[config.mk]
export PLATFORM = sky130hd
export DESIGN_NAME = tmr_regfile
export DESIGN_NICKNAME = d
export VERILOG_FILES = /design/src/rtl/tmr_regfile.v
export VERILOG_INCLUDE_DIRS = /design/src /design/src/rtl
export SDC_FILE = /design/constraint.sdc
export NUM_CORES = 1
export LEC_CHECK = 0
export BUFFER_PORTS_ARGS = -buffer_cell sky130_fd_sc_hd__buf_2
export CAP_MARGIN = 15
export CORE_MARGIN = 2
export CORE_UTILIZATION = 37
export DETAILED_ROUTE_END_ITERATION = 16
export GPL_TIMING_DRIVEN = 0
export SETUP_SLACK_MARGIN = 0.02
export SYNTH_ARGS = -nofsm -noshare
export SYNTH_HDL_FRONTEND = slang
export SYNTH_SLANG_ARGS = --single-unit
[constraint.sdc]
create_clock -name clk -period 5.65 [get_ports clk]
set_input_delay 1.13 -clock clk [delete_from_list [all_inputs] [get_ports clk]]
set_output_delay 1.13 -clock clk [all_outputs]
set_load 0.05 [all_outputs]
[src/rtl/tmr_consts.vh]
`ifndef TMR_CONSTS_VH
`define TMR_CONSTS_VH

// read addresses
`define TMR_RD_LOCAL        8'h00
`define TMR_RD_REMOTE_HI    8'h01
`define TMR_RD_STATUS       8'h02
`define TMR_RD_SETUP        8'h03
`define TMR_RD_PACE         8'h04
`define TMR_RD_LOC_UPPER    8'h05
`define TMR_RD_LOC_LOWER    8'h06
`define TMR_RD_REM_UPPER_HI 8'h07
`define TMR_RD_REM_LOWER_HI 8'h08
`define TMR_RD_REMOTE_LO    8'h10
`define TMR_RD_SPARE_A      8'h19
`define TMR_RD_MAKER        8'hfe
`define TMR_RD_REVISION     8'hff

// write addresses
`define TMR_WR_SETUP        8'h09
`define TMR_WR_PACE         8'h0a
`define TMR_WR_LOC_UPPER    8'h0b
`define TMR_WR_LOC_LOWER    8'h0c
`define TMR_WR_REM_UPPER_HI 8'h0d
`define TMR_WR_REM_LOWER_HI 8'h0e
`define TMR_WR_SINGLE_SHOT  8'h0f

// addresses shared by read and write
`define TMR_RW_TRIM_HI      8'h11
`define TMR_RW_TRIM_LO      8'h12
`define TMR_RW_REM_UPPER_LO 8'h13
`define TMR_RW_REM_LOWER_LO 8'h14

// field positions
`define TMR_SETUP_MASK_BIT  7
`define TMR_SETUP_STANDBY_PIN_BIT  6
`define TMR_STAT_BUSY_BIT   7
`define TMR_PACE_CODE_MAX   3'h7

// reset values
`define TMR_RST_READING_HI  8'h80
`define TMR_RST_SETUP       2'h0
`define TMR_RST_PACE        8'h02
`define TMR_RST_UPPER       8'h7f
`define TMR_RST_LOWER_HI    8'hc9
`define TMR_RST_ZERO        8'h00

// fastest conversion interval (code 7) and its count at the core clock
`define TMR_CLK_MHZ         100
`define TMR_FAST_PERIOD_MS  125
`define TMR_FAST_PERIOD_CYC (`TMR_FAST_PERIOD_MS * 1000 * `TMR_CLK_MHZ)

`endif

[src/rtl/tmr_regfile.v]
// Overview of operation
// read and write addresses decode separately
// host never writes above address 0x14
// first write byte loads the register pointer
// readings loaded by converter, bus read-only
// offset is 11-bit signed, hi/lo left-justified
// offset added to each remote result, resets zero
// offset overflow saturates remote reading
// power-on values loaded into all registers
// write to 0F starts one conversion
// status bit 7 shows converter busy
// status bits 6..3 flag limit trips
// status bit 2 flags open remote sensor
// any flag sets alarm latch, alarm low
// status read clears only flags whose cause gone
// flags stay set until read or reset
// alert-response read releases latch when all clear
// setup bit 6 selects run or standby
// low standby pin also forces standby
// readings held while in standby
// setup bit 7 masks alarm output
// high trips strictly above, low strictly below
// one-shot in standby converts once, returns
// pace code 0..7 doubles rate each step
// lsb is 1/8 degree, fraction in bits 7..5
// conversion end updates readings, flags, busy

`include "tmr_consts.vh"

module tmr_regfile #(
  parameter        FAST_PERIOD_CYC = `TMR_FAST_PERIOD_CYC, // interval at pace code 7
  parameter [7:0]  MAKER_CODE      = 8'h5a,                // arbitrary value
  parameter [7:0]  REVISION_CODE   = 8'h10                 // arbitrary value
) (
  input  wire        clk,            // core clock, 100 MHz
  input  wire        reset,          // async reset, active high
  input  wire        ptr_wr_stb,     // first byte of a bus write is on wr_byte
  input  wire        data_wr_stb,    // data byte of a bus write is on wr_byte
  input  wire [7:0]  wr_byte,        // byte written by the bus host
  input  wire        rd_stb,         // bus host reads register at pointer
  output reg  [7:0]  rd_byte_r,      // read answer, valid cycle after rd_stb
  input  wire        alert_resp_stb, // alert-response read of device address
  input  wire        standby_pin,    // external standby, active low, async
  output reg         conv_start_r,   // one-cycle request to the converter
  input  wire        conv_done,      // converter result strobe
  input  wire [7:0]  local_meas,     // local result, whole degrees
  input  wire [10:0] remote_meas,    // remote result, 1/8 degree units
  input  wire        remote_open,    // remote diode open, valid with conv_done
  output reg         alarm_out_n_r   // alarm output, active low
);

  localparam [1:0] ST_IDLE = 2'b01;
  localparam [1:0] ST_CONV = 2'b10;

  // register file
  reg  [7:0]  ptr_r;
  reg  [7:0]  local_r;
  reg  [7:0]  remote_hi_r;
  reg  [7:0]  remote_lo_r;
  reg  [1:0]  setup_r;          // {mask, standby}
  reg  [7:0]  pace_r;
  reg  [7:0]  loc_upper_r;
  reg  [7:0]  loc_lower_r;
  reg  [7:0]  rem_upper_hi_r;
  reg  [7:0]  rem_lower_hi_r;
  reg  [7:0]  rem_upper_lo_r;
  reg  [7:0]  rem_lower_lo_r;
  reg  [7:0]  trim_hi_r;
  reg  [7:0]  trim_lo_r;

  // status and alarm
  reg  [4:0]  flags_r;          // {l_over, l_under, r_over, r_under, open}
  reg  [4:0]  cause_r;          // conditions seen at the last conversion end
  reg         alarm_latch_r;

  // conversion control
  reg  [1:0]  state_r;
  reg  [31:0] pace_cnt_r;
  reg         shot_pend_r;
  reg         standby_pin_meta_r;
  reg         standby_pin_sync_r;

  reg  [1:0]  state_nxt;
  reg  [4:0]  flags_nxt;
  reg  [7:0]  rd_byte_nxt;

  wire        standby;
  wire        pace_tick;
  wire        start_conv;
  wire        result_take;
  wire        status_rd;
  wire        shot_wr;
  wire [10:0] remote_adj;
  wire [4:0]  cause_now;
  wire [31:0] interval;

  // interval for a pace code: slowest at code 0, doubling up to code 7
  function [31:0] pace_interval;
    input [2:0] code;
    begin
      pace_interval = FAST_PERIOD_CYC[31:0] << (`TMR_PACE_CODE_MAX - code);
    end
  endfunction

  // remote sum with offset, clamped to the signed 8.3 range
  function [10:0] add_trim;
    input [10:0] meas;
    input [10:0] trim;
    reg   [12:0] sum;
    begin
      sum = {2'b00, meas} + {{2{trim[10]}}, trim};
      if (!sum[12] && (sum[11] || sum[10])) begin
        add_trim = 11'h3ff;
      end else if (sum[12] && !(sum[11] && sum[10])) begin
        add_trim = 11'h400;
      end else begin
        add_trim = sum[10:0];
      end
    end
  endfunction

  // strict signed comparison on 11-bit values
  function greater;
    input [10:0] a;
    input [10:0] b;
    begin
      greater = $signed(a) > $signed(b);
    end
  endfunction

  // low-byte fraction: only bits 7..5 are kept, the rest read back zero
  function [7:0] frac_only;
    input [7:0] b;
    begin
      frac_only = {b[7:5], 5'b00000};
    end
  endfunction

  // whole-degree byte widened to the 8.3 compare format
  function [10:0] whole_q;
    input [7:0] w;
    begin
      whole_q = {w, 3'b000};
    end
  endfunction

  // high byte plus low-byte fraction joined into one 8.3 value
  function [10:0] pair_q;
    input [7:0] hi;
    input [7:0] lo;
    begin
      pair_q = {hi, lo[7:5]};
    end
  endfunction

  // two-flop synchroniser for the standby pin; idles high (running)
  always @(posedge clk or posedge reset) begin
    if (reset) begin
      standby_pin_meta_r <= 1'b1;
      standby_pin_sync_r <= 1'b1;
    end else begin
      standby_pin_meta_r <= standby_pin;
      standby_pin_sync_r <= standby_pin_meta_r;
    end
  end

  // either the setup bit or a low pin puts the block in standby
  assign standby = setup_r[0] | ~standby_pin_sync_r;

  // bus strobes decoded against the pointer
  assign shot_wr   = data_wr_stb & (ptr_r == `TMR_WR_SINGLE_SHOT);
  assign status_rd = rd_stb & (ptr_r == `TMR_RD_STATUS);

  // pacing counter; stands at zero in standby so a return to run waits a full interval
  assign interval  = pace_interval(pace_r[2:0]);
  assign pace_tick = (pace_cnt_r >= interval - 32'd1);

  always @(posedge clk or posedge reset) begin
    if (reset) begin
      pace_cnt_r <= 32'h0000_0000;
    end else if (standby || start_conv) begin
      pace_cnt_r <= 32'h0000_0000;
    end else if (!pace_tick) begin
      pace_cnt_r <= pace_cnt_r + 32'd1;
    end
  end

  // a one-shot waits until the converter is idle; a write in the same cycle wins
  always @(posedge clk or posedge reset) begin
    if (reset) begin
      shot_pend_r <= 1'b0;
    end else begin
      shot_pend_r <= shot_wr | (shot_pend_r & ~start_conv);
    end
  end

  assign start_conv  = state_r[0] & (shot_pend_r | (~standby & pace_tick));
  assign result_take = state_r[1] & conv_done;

  // conversion sequencer
  always @* begin
    state_nxt = state_r;
    case (state_r)
      ST_IDLE: begin
        if (start_conv) begin
          state_nxt = ST_CONV;
        end
      end
      ST_CONV: begin
        if (conv_done) begin
          state_nxt = ST_IDLE;
        end
      end
      default: begin
        state_nxt = ST_IDLE;
      end
    endcase
  end

  always @(posedge clk or posedge reset) begin
    if (reset) begin
      state_r      <= ST_IDLE;
      conv_start_r <= 1'b0;
    end else begin
      state_r      <= state_nxt;
      conv_start_r <= start_conv;
    end
  end

  // offset applied to the fresh remote result; fraction sits in low byte bits 7..5
  assign remote_adj = add_trim(remote_meas, pair_q(trim_hi_r, trim_lo_r));

  // limit and sensor conditions of the fresh result
  assign cause_now[4] = greater(whole_q(local_meas), whole_q(loc_upper_r));
  assign cause_now[3] = greater(whole_q(loc_lower_r), whole_q(local_meas));
  assign cause_now[2] = greater(remote_adj, pair_q(rem_upper_hi_r, rem_upper_lo_r));
  assign cause_now[1] = greater(pair_q(rem_lower_hi_r, rem_lower_lo_r), remote_adj);
  assign cause_now[0] = remote_open;

  // readings change only at a conversion end, so standby holds them
  always @(posedge clk or posedge reset) begin
    if (reset) begin
      local_r     <= `TMR_RST_READING_HI;
      remote_hi_r <= `TMR_RST_READING_HI;
      remote_lo_r <= `TMR_RST_ZERO;
      cause_r     <= 5'h00;
    end else if (result_take) begin
      local_r     <= local_meas;
      remote_hi_r <= remote_adj[10:3];
      remote_lo_r <= {remote_adj[2:0], 5'b00000};
      cause_r     <= cause_now;
    end
  end

  // sticky flags: a read drops only those whose cause is gone; a new trip wins
  always @* begin
    flags_nxt = flags_r;
    // cause_r is the verdict of the last finished conversion, so a read between
    // conversions cannot drop a flag whose limit is still exceeded
    if (status_rd) begin
      flags_nxt = flags_r & cause_r;
    end
    if (result_take) begin
      flags_nxt = flags_nxt | cause_now;
    end
  end

  // alarm latch set by any flag, released only by an alert-response with all clear
  always @(posedge clk or posedge reset) begin
    if (reset) begin
      flags_r       <= 5'h00;
      alarm_latch_r <= 1'b0;
      alarm_out_n_r <= 1'b1;
    end else begin
      flags_r <= flags_nxt;
      if (|flags_nxt) begin
        alarm_latch_r <= 1'b1;
      end else if (alert_resp_stb && !(|cause_r)) begin
        alarm_latch_r <= 1'b0;
      end
      // the mask gates only the pin; the latch keeps following the flags
      alarm_out_n_r <= ~(alarm_latch_r & ~setup_r[1]);
    end
  end

  // pointer and writable registers; first byte always goes to the pointer
  always @(posedge clk or posedge reset) begin
    if (reset) begin
      ptr_r          <= `TMR_RST_ZERO;
      setup_r        <= `TMR_RST_SETUP;
      pace_r         <= `TMR_RST_PACE;
      loc_upper_r    <= `TMR_RST_UPPER;
      loc_lower_r    <= `TMR_RST_LOWER_HI;
      rem_upper_hi_r <= `TMR_RST_UPPER;
      rem_lower_hi_r <= `TMR_RST_LOWER_HI;
      rem_upper_lo_r <= `TMR_RST_ZERO;
      rem_lower_lo_r <= `TMR_RST_ZERO;
      trim_hi_r      <= `TMR_RST_ZERO;
      trim_lo_r      <= `TMR_RST_ZERO;
    end else if (ptr_wr_stb) begin
      ptr_r <= wr_byte;
    end else if (data_wr_stb) begin
      // write decode; read-only addresses are simply not written
      case (ptr_r)
        `TMR_WR_SETUP: begin
          setup_r <= {wr_byte[`TMR_SETUP_MASK_BIT], wr_byte[`TMR_SETUP_STANDBY_PIN_BIT]};
        end
        `TMR_WR_PACE: begin
          pace_r <= wr_byte;
        end
        `TMR_WR_LOC_UPPER: begin
          loc_upper_r <= wr_byte;
        end
        `TMR_WR_LOC_LOWER: begin
          loc_lower_r <= wr_byte;
        end
        `TMR_WR_REM_UPPER_HI: begin
          rem_upper_hi_r <= wr_byte;
        end
        `TMR_WR_REM_LOWER_HI: begin
          rem_lower_hi_r <= wr_byte;
        end
        `TMR_RW_TRIM_HI: begin
          trim_hi_r <= wr_byte;
        end
        `TMR_RW_TRIM_LO: begin
          trim_lo_r <= frac_only(wr_byte);
        end
        `TMR_RW_REM_UPPER_LO: begin
          rem_upper_lo_r <= frac_only(wr_byte);
        end
        `TMR_RW_REM_LOWER_LO: begin
          rem_lower_lo_r <= frac_only(wr_byte);
        end
        default: begin
          // one-shot and unmapped addresses store nothing
          ptr_r <= ptr_r;
        end
      endcase
    end
  end

  // read decode; write-only and unmapped addresses answer zero
  always @* begin
    rd_byte_nxt = rd_byte_r;
    if (rd_stb) begin
      case (ptr_r)
        `TMR_RD_LOCAL:        rd_byte_nxt = local_r;
        `TMR_RD_REMOTE_HI:    rd_byte_nxt = remote_hi_r;
        `TMR_RD_REMOTE_LO:    rd_byte_nxt = remote_lo_r;
        `TMR_RD_STATUS:       rd_byte_nxt = {state_r[1], flags_r, 2'b00};
        `TMR_RD_SETUP:        rd_byte_nxt = {setup_r, 6'b000000};
        `TMR_RD_PACE:         rd_byte_nxt = pace_r;
        `TMR_RD_LOC_UPPER:    rd_byte_nxt = loc_upper_r;
        `TMR_RD_LOC_LOWER:    rd_byte_nxt = loc_lower_r;
        `TMR_RD_REM_UPPER_HI: rd_byte_nxt = rem_upper_hi_r;
        `TMR_RD_REM_LOWER_HI: rd_byte_nxt = rem_lower_hi_r;
        `TMR_RW_TRIM_HI:      rd_byte_nxt = trim_hi_r;
        `TMR_RW_TRIM_LO:      rd_byte_nxt = trim_lo_r;
        `TMR_RW_REM_UPPER_LO: rd_byte_nxt = rem_upper_lo_r;
        `TMR_RW_REM_LOWER_LO: rd_byte_nxt = rem_lower_lo_r;
        `TMR_RD_MAKER:        rd_byte_nxt = MAKER_CODE;
        `TMR_RD_REVISION:     rd_byte_nxt = REVISION_CODE;
        default:              rd_byte_nxt = `TMR_RST_ZERO;
      endcase
    end
  end

  // answer byte held until the next read
  always @(posedge clk or posedge reset) begin
    if (reset) begin
      rd_byte_r <= `TMR_RST_ZERO;
    end else begin
      rd_byte_r <= rd_byte_nxt;
    end
  end

endmodule // tmr_regfile

==> results of run 1 <==
[path summary, 6_finish.rpt]
path | startpoint | endpoint | cells past startpoint
max | remote_meas[0] | alarm_latch_r$_DFFE_PP0P_ | 21
min | standby_pin_meta_r$_DFF_PP1_ | standby_pin_sync_r$_DFF_PP1_ | 0
max reg2reg | trim_lo_r[5]$_DFFE_PP0P_ | alarm_latch_r$_DFFE_PP0P_ | 20
min reg2reg | standby_pin_meta_r$_DFF_PP1_ | standby_pin_sync_r$_DFF_PP1_ | 0
max in group asynchronous | reset | rem_lower_hi_r[7]$_DFFE_PP1P_ | 3
min in group asynchronous | reset | pace_cnt_r[2]$_DFFE_PP0P_ | 2
[through the flow]
stage | hold WS, ns | utilization (%)
after floorplan | 0.345 | -
after global placement | 0.353 | 40.4
after detailed placement | 0.355 | 40.6
after CTS | 0.365 | 43.1
after global routing | 0.365 | 43.2
final | 0.362 | 43.2
[state kept, by name, indices dropped and copies added, names as in the netlist, 3 cells and up]
signal / count
pace_cnt_r: 32
rem_lower_hi_r: 8
loc_lower_r: 8
ptr_r: 8
trim_lo_r: 3
remote_lo_r: 3
trim_hi_r: 8
cause_r: 5
loc_upper_r: 8
local_r: 8
flags_r: 5
rem_upper_hi_r: 8
rem_lower_lo_r: 3
rd_byte_r: 8
pace_r: 8
rem_upper_lo_r: 3
remote_hi_r: 8
[metal layers]
metal,share of wire [%],GRT usage [%],wire length (um),up-vias
met1,44,28.1,12200,3863
li1,-,-,-,3787
met3,4.9,4.03,1360,50
met2,48,35.6,13200,233
met4,2.7,7.72,750,0
met5,0,0,0,-
[cells by family after synthesis]
kind of cell / after synthesis / synth area share (%)
AOI/OAI and AO/OA: 254 / 17.9
xor gates and xnor gates: 24 / 2.27
adders and majority gates: 80 / 10.9
buffers and inverters: 108 / 4.74
DFF: 144 / 39.4
muxes: 57 / 7.15
other: 1 / 0.0406
and+or+nand+nor: 327 / 17.6
[cells in the final DEF (no fill, tap or decap), types with 10 or more instances in the layout]
| cell | n |
|---|---|
| dfrtp_1 | 115 |
| nand2_1 | 114 |
| ha_1 | 79 |
| o21ai_0 | 70 |
| inv_1 | 66 |
| nor2_1 | 56 |
| a21oi_1 | 55 |
| mux2_2 | 52 |
| buf_2 | 50 |
| nand4_1 | 31 |
| dfstp_2 | 29 |
| clkbuf_1 | 26 |
| nand3_1 | 22 |
| a22oi_1 | 19 |
| xnor2_1 | 17 |
| clkbuf_16 | 17 |
| a21o_1 | 16 |
| and3_1 | 14 |
| nor4_1 | 12 |
| or3_1 | 11 |
| nor3_1 | 11 |
| o22ai_1 | 10 |
[cell type report]
class | instances | area [um^2]
Fill cell | 2435 | 13900
Buffer | 39 | 179
Inverter | 69 | 264
Clock inverter | 15 | 179
Clock buffer | 17 | 425
Multi-Input combinational cell | 743 | 5190
Sequential cell | 144 | 3640
Antenna cell | 1 | 2.50
Timing Repair Buffer | 44 | 245
Tap cell | 324 | 405
[what timing repair did]
| item | in CTS | in global routing |
|---|---|---|
| endpoints found under the setup margin | 1 | 1 |
| cloned | 0 | 0 |
| pin swaps | 0 | 0 |
| gates resized for setup | 2 | 2 |
[power by group]
part           internal [mW]  total (mW)  switching (mW)
logic                  0.167       0.439           0.272
registers               1.10        1.16          0.0564
clock network          0.600        1.15           0.553
==> impl_metrics.tcl, run 1 <==
set metrics [dict create \
    layout.nets 1174 \
    fin_cells 1396 \
    drive_gt1_share_pct 17.3 \
    crit_chain "buf_2, ha_1, inv_1, fa_1, nor2b_1, o2111ai_1, nand3_1, a31oi_1, xnor2_1, inv_2, o21ai_1, buf_2, a21oi_1, ha_1, nor2b_1, o21a_1, o21ai_0, a211oi_1, o41ai_2, nand3_1, or4_1" \
    drtIter0Drc 584 \
    area_delta_synth_final_pct 13.9 \
    synth_edf_count 0 \
    crit_buf_inv 4 \
    worst_setup_path_end_kind "register" \
    placed_area_mm2 0.00991 \
    fin_area_mm2 0.0105 \
    drt_wl_total_mm 27.5 \
    hp-class "reg2reg" \
    gr-total-overflow 0 \
    synth_ff_type "dfrtp_1" \
    period_share_pct 94.4 \
    drv_cap 0 \
    drt_first_pass_iters 6 \
    clock_path_buffers 2 \
    reg2reg_slack_ns 0.64 \
    timing.setup.tns_ns 0 \
    status "complete, no violations" \
    die_x_um 162 \
    grt_util_all_layers_pct 21.5 \
    postSynthAreaPerCell_um2 9.29 \
    syn_area_mm2 0.00924 \
    slew_viol_final 0 \
    path_max_fanout 10 \
    netlist_top_cells_area "dfrtp_1, ha_1, dfstp_2" \
    power_mw 2.75 \
    remaining_drc_errors 0 \
    gp_congestion 0.935 \
    drt-vias-per-instance 5.68 \
    initial_core_util_pct 37.9 \
    ys_async_sr_fraction_pct 100 \
    core_mm2 0.0244 \
    clk_pin_slew_ns 0.08 \
    critPathTopFamily "compound AO/OA/AOI/OAI gates" \
    power_leakage_nw 4.83 \
    worst_ep_arrival_time_ns 5.65 \
    ant_nets 0 \
    synth-seq-area-share_pct 39.4 \
    slowest_stage "o41ai_2" \
    syn_inst 995 \
    antenna_found_initial 1 \
    place_inst 1363 \
    grt_max_degree 82 \
    startpoint_type "primary input" \
    wl_per_cell_um 19.7 \
    finClkSkew_ns 0.0163 \
    worstMarginPinSlew_ns 1.03 \
    maxSlewHeadroom_pct 30.7 \
    dpl.hpwl_mm 21.1 \
    numPortBuffers 42 \
    yosysTopAreaCell "dfrtp_1" \
    dp_slack_ns -0.689 \
    rows 57 \
    critical-path-max-stage-delay_ns 0.49 \
    synth_top_area_share_pct 31.1 \
    worst-setup-path-type "in2reg" \
    htree_num_levels 4 \
    grt_pass1_wl_mm 43.2 \
    cts_root_buf "clkbuf_16" \
    max_freq_mhz 188 \
    power_density_mw_per_mm2 261 \
    setup_viol 0 \
    grt_setup_unrepaired "no" \
    finalHoldViolations 0 \
    worstSkewPairLatency_ns 0.44 \
    synth_seq_cells 144 \
    synth.net_count 1111 \
    fin_ws_ns 0.317 \
    cts_tree "built" \
    num_io_pins 46 \
    ir_worst_vdd_mv 0.227 \
    cts_setup_buffers 0 \
    cts_buffers 17 \
    synth.distinct_cells 69 \
    cp.required_ns 5.97 \
    vias 7933 \
    synth.most_common_cell "dfrtp_1" \
    fp.dieArea_mm2 0.0263 \
    grt_pass1_vias 7672 \
    synth_warnings 0 \
    die_h_um 162 \
    clock_sinks 144 \
    ys_top_cells_by_count "dfrtp_1, nand2_1, ha_1" \
    ctsHoldBuffers 0 \
    min_period_ns 5.33 \
]
(Power assumes the default switching activity.)
==> run 2: changes to the inputs <==
--- a/config.mk
+++ b/config.mk
@@ -6,6 +6,7 @@
 export SDC_FILE = /design/constraint.sdc
 export NUM_CORES = 1
 export LEC_CHECK = 0
+export ABC_AREA = 1
 export BUFFER_PORTS_ARGS = -buffer_cell sky130_fd_sc_hd__buf_2
 export CAP_MARGIN = 15
 export CORE_MARGIN = 2
==> impl_metrics.tcl, run 2 <==
set metrics [dict create \
    status "complete, no violations" \
    largest-register "pace_cnt_r" \
    grt_setup_unrepaired "no" \
    clk_pin_slew_ns 0.08 \
    synth.net_count 1537 \
    fin_area_mm2 0.0114 \
    finClkSkew_ns 0.0141 \
    worst_setup_path_end_kind "register" \
    min_period_ns 4.15 \
    ir_worst_vdd_mv 0.202 \
    ys_async_sr_fraction_pct 100 \
    slew_viol_final 0 \
    synth.distinct_cells 48 \
    drv_cap 0 \
    wl_per_cell_um 17.0 \
    hold_depth 0 \
    numPortBuffers 43 \
    gp_congestion 0.953 \
    drt_first_pass_iters 5 \
    cts_setup_buffers 0 \
    hp-class "reg2reg" \
    grt_pass1_wl_mm 48.7 \
    final-seq-area_mm2 0.00364 \
    maxSlewHeadroom_pct 47.0 \
    placed_area_mm2 0.0108 \
    core_mm2 0.0269 \
    drt-vias-per-instance 5.18 \
    ctsResizeCount 0 \
    syn_area_mm2 0.0101 \
    reg2reg_depth 25 \
    initial_core_util_pct 37.6 \
    final_cell_mix "nand2_1, inv_1, dfrtp_1" \
    multi_input_area_mm2 0.00562 \
    startpoint_type "primary input" \
    drt_wl_total_mm 31.3 \
    antenna_found_initial 1 \
    final_common_cell "nand2_1" \
    postSynthAreaPerCell_um2 7.12 \
    synth_top_area_share_pct 28.4 \
    synth-seq-area-share_pct 36.0 \
    remaining_drc_errors 0 \
    cp.required_ns 5.98 \
    ant_nets 0 \
    finalHoldViolations 0 \
    drtIter0Drc 787 \
    fp.dieArea_mm2 0.0287 \
    power_density_mw_per_mm2 257 \
    syn_inst 1421 \
    yosysTopAreaCell "dfrtp_1" \
    num_io_pins 46 \
    synth_seq_cells 144 \
    setup_viol 0 \
    fillerInstances 2813 \
    holdWs_ns 0.357 \
    power_mw 2.93 \
    drive_gt1_share_pct 10.6 \
    grt_util_all_layers_pct 22.1 \
    worst_ep_arrival_time_ns 4.48 \
    vias 9527 \
    ys_top_cells_by_count "nand2_1, inv_1, dfrtp_1" \
    htree_num_levels 4 \
    netlist_top_cells_area "dfrtp_1, nand2_1, ha_1" \
    cts_buffers 17 \
    layout.nets 1600 \
    path_max_fanout 10 \
    power_leakage_nw 5.82 \
    clock_path_buffers 2 \
    dpl.hpwl_mm 24.7 \
    die_h_um 169 \
    ctsHoldBuffers 0 \
    worstMarginPinSlew_ns 0.794 \
    grt_max_degree 87 \
    worstSkewPairLatency_ns 0.44 \
    period_share_pct 73.5 \
    cts_tree "built" \
    synth_warnings 0 \
    synth_edf_count 0 \
    clock_sinks 144 \
    die_x_um 169 \
    n_antenna_cell 0 \
    synth_ff_type "dfrtp_1" \
    gr-total-overflow 0 \
    synth.most_common_cell "nand2_1" \
    cts_root_buf "clkbuf_16" \
    grt_pass1_vias 8800 \
    max_freq_mhz 241 \
    area_delta_synth_final_pct 12.7 \
    rows 60 \
    largest_register_ffs 32 \
    worst-setup-path-type "in2reg" \
]
[run 2: changes by cell type after synthesis, sizes merged, moves of 13 or more]
cell     change
o2111ai     +30
o21ai       +29
inv        +111
and3        -13
nand2      +378
nand4       +29
a21o        -13
a22oi       -19
nor2        +46
mux2        -52
nand3       +45
xor2        +13
[run 2: metrics by stage]
step                util [%]  TNS (ns)  std cells  setup slack, ns
finish                  42.4         0       1838             1.50
global route            42.4         0       1838             1.13
CTS                     42.4         0       1838             1.46
detailed placement      40.2         0       1806             1.00
global placement        40.0   -125.86       1805            -1.11
floorplan                  -         0       1421            0.702
[run 2: layout make-up]
cell class | instances | share of cell area (%)
buffer | 42 | 1.62
clock buffer | 17 | 3.73
clock inverter | 15 | 1.59
inverter | 180 | 5.97
multi-input combinational | 1055 | 49.3
sequential | 144 | 31.9
tap | 341 | 3.74
timing repair buffer | 44 | 2.13
[run 2: worst paths after layout]
| check | from | to | slack, ns |
|---|---|---|---|
| worst max-delay path | remote_meas[0] | alarm_latch_r$_DFFE_PP0P_ | 1.50 |
| worst min-delay path | standby_pin_meta_r$_DFF_PP1_ | standby_pin_sync_r$_DFF_PP1_ | 0.36 |
| max in group asynchronous | reset | loc_upper_r[0]$_DFFE_PP1P_ | 3.98 |
| worst min register to register | standby_pin_meta_r$_DFF_PP1_ | standby_pin_sync_r$_DFF_PP1_ | 0.36 |
| min in group asynchronous | reset | conv_start_r$_DFF_PP0_ | 0.84 |
| worst max register to register | trim_lo_r[5]$_DFFE_PP0P_ | alarm_latch_r$_DFFE_PP0P_ | 1.83 |
[run 2: worst max-delay path, cell delays in order]
cell	delay [ns]
buf_2	0.08
ha_1	0.20
inv_1	0.07
fa_1	0.39
inv_1	0.13
nand3_1	0.08
nand3_1	0.15
nand3_1	0.16
nand3_1	0.14
nand2_1	0.06
nand2_1	0.22
nand2_4	0.14
nand2_1	0.13
nand2_1	0.08
inv_1	0.06
ha_1	0.25
a21oi_1	0.17
o21ai_0	0.10
nand2_1	0.09
nand3_1	0.07
nand2_1	0.06
nand2_1	0.09
nand3_1	0.15
nand2_1	0.09
nor2_1	0.11
nand3_1	0.07
[run 2: power breakdown]
part | internal, mW | leakage [nW] | switching, mW
logic | 0.154 | 3.70 | 0.365
clock network | 0.603 | 0.297 | 0.551
registers | 1.16 | 1.82 | 0.0934
total | 1.92 | 5.82 | 1.01
[run 2: cell families after synthesis]
| group | Yosys count | share of synthesized area, % |
|---|---|---|
| other | 1 | 0.0371 |
| adder cells (fa/ha/maj) | 80 | 9.97 |
| XOR/XNOR | 27 | 2.34 |
| AND/OR/NAND/NOR | 748 | 31.6 |
| flip-flops | 144 | 36.0 |
| buffers and inverters | 222 | 8.51 |
| AO/OA/AOI/OAI | 199 | 11.6 |
[run 2: per-layer routing]
metal	vias to the layer above	GRT usage [%]	routed length, um
li1	4785	-	-
met4	2	6.39	545
met2	233	35.5	14400
met5	-	0	13
met3	32	2.80	1200
met1	4475	31.2	15200
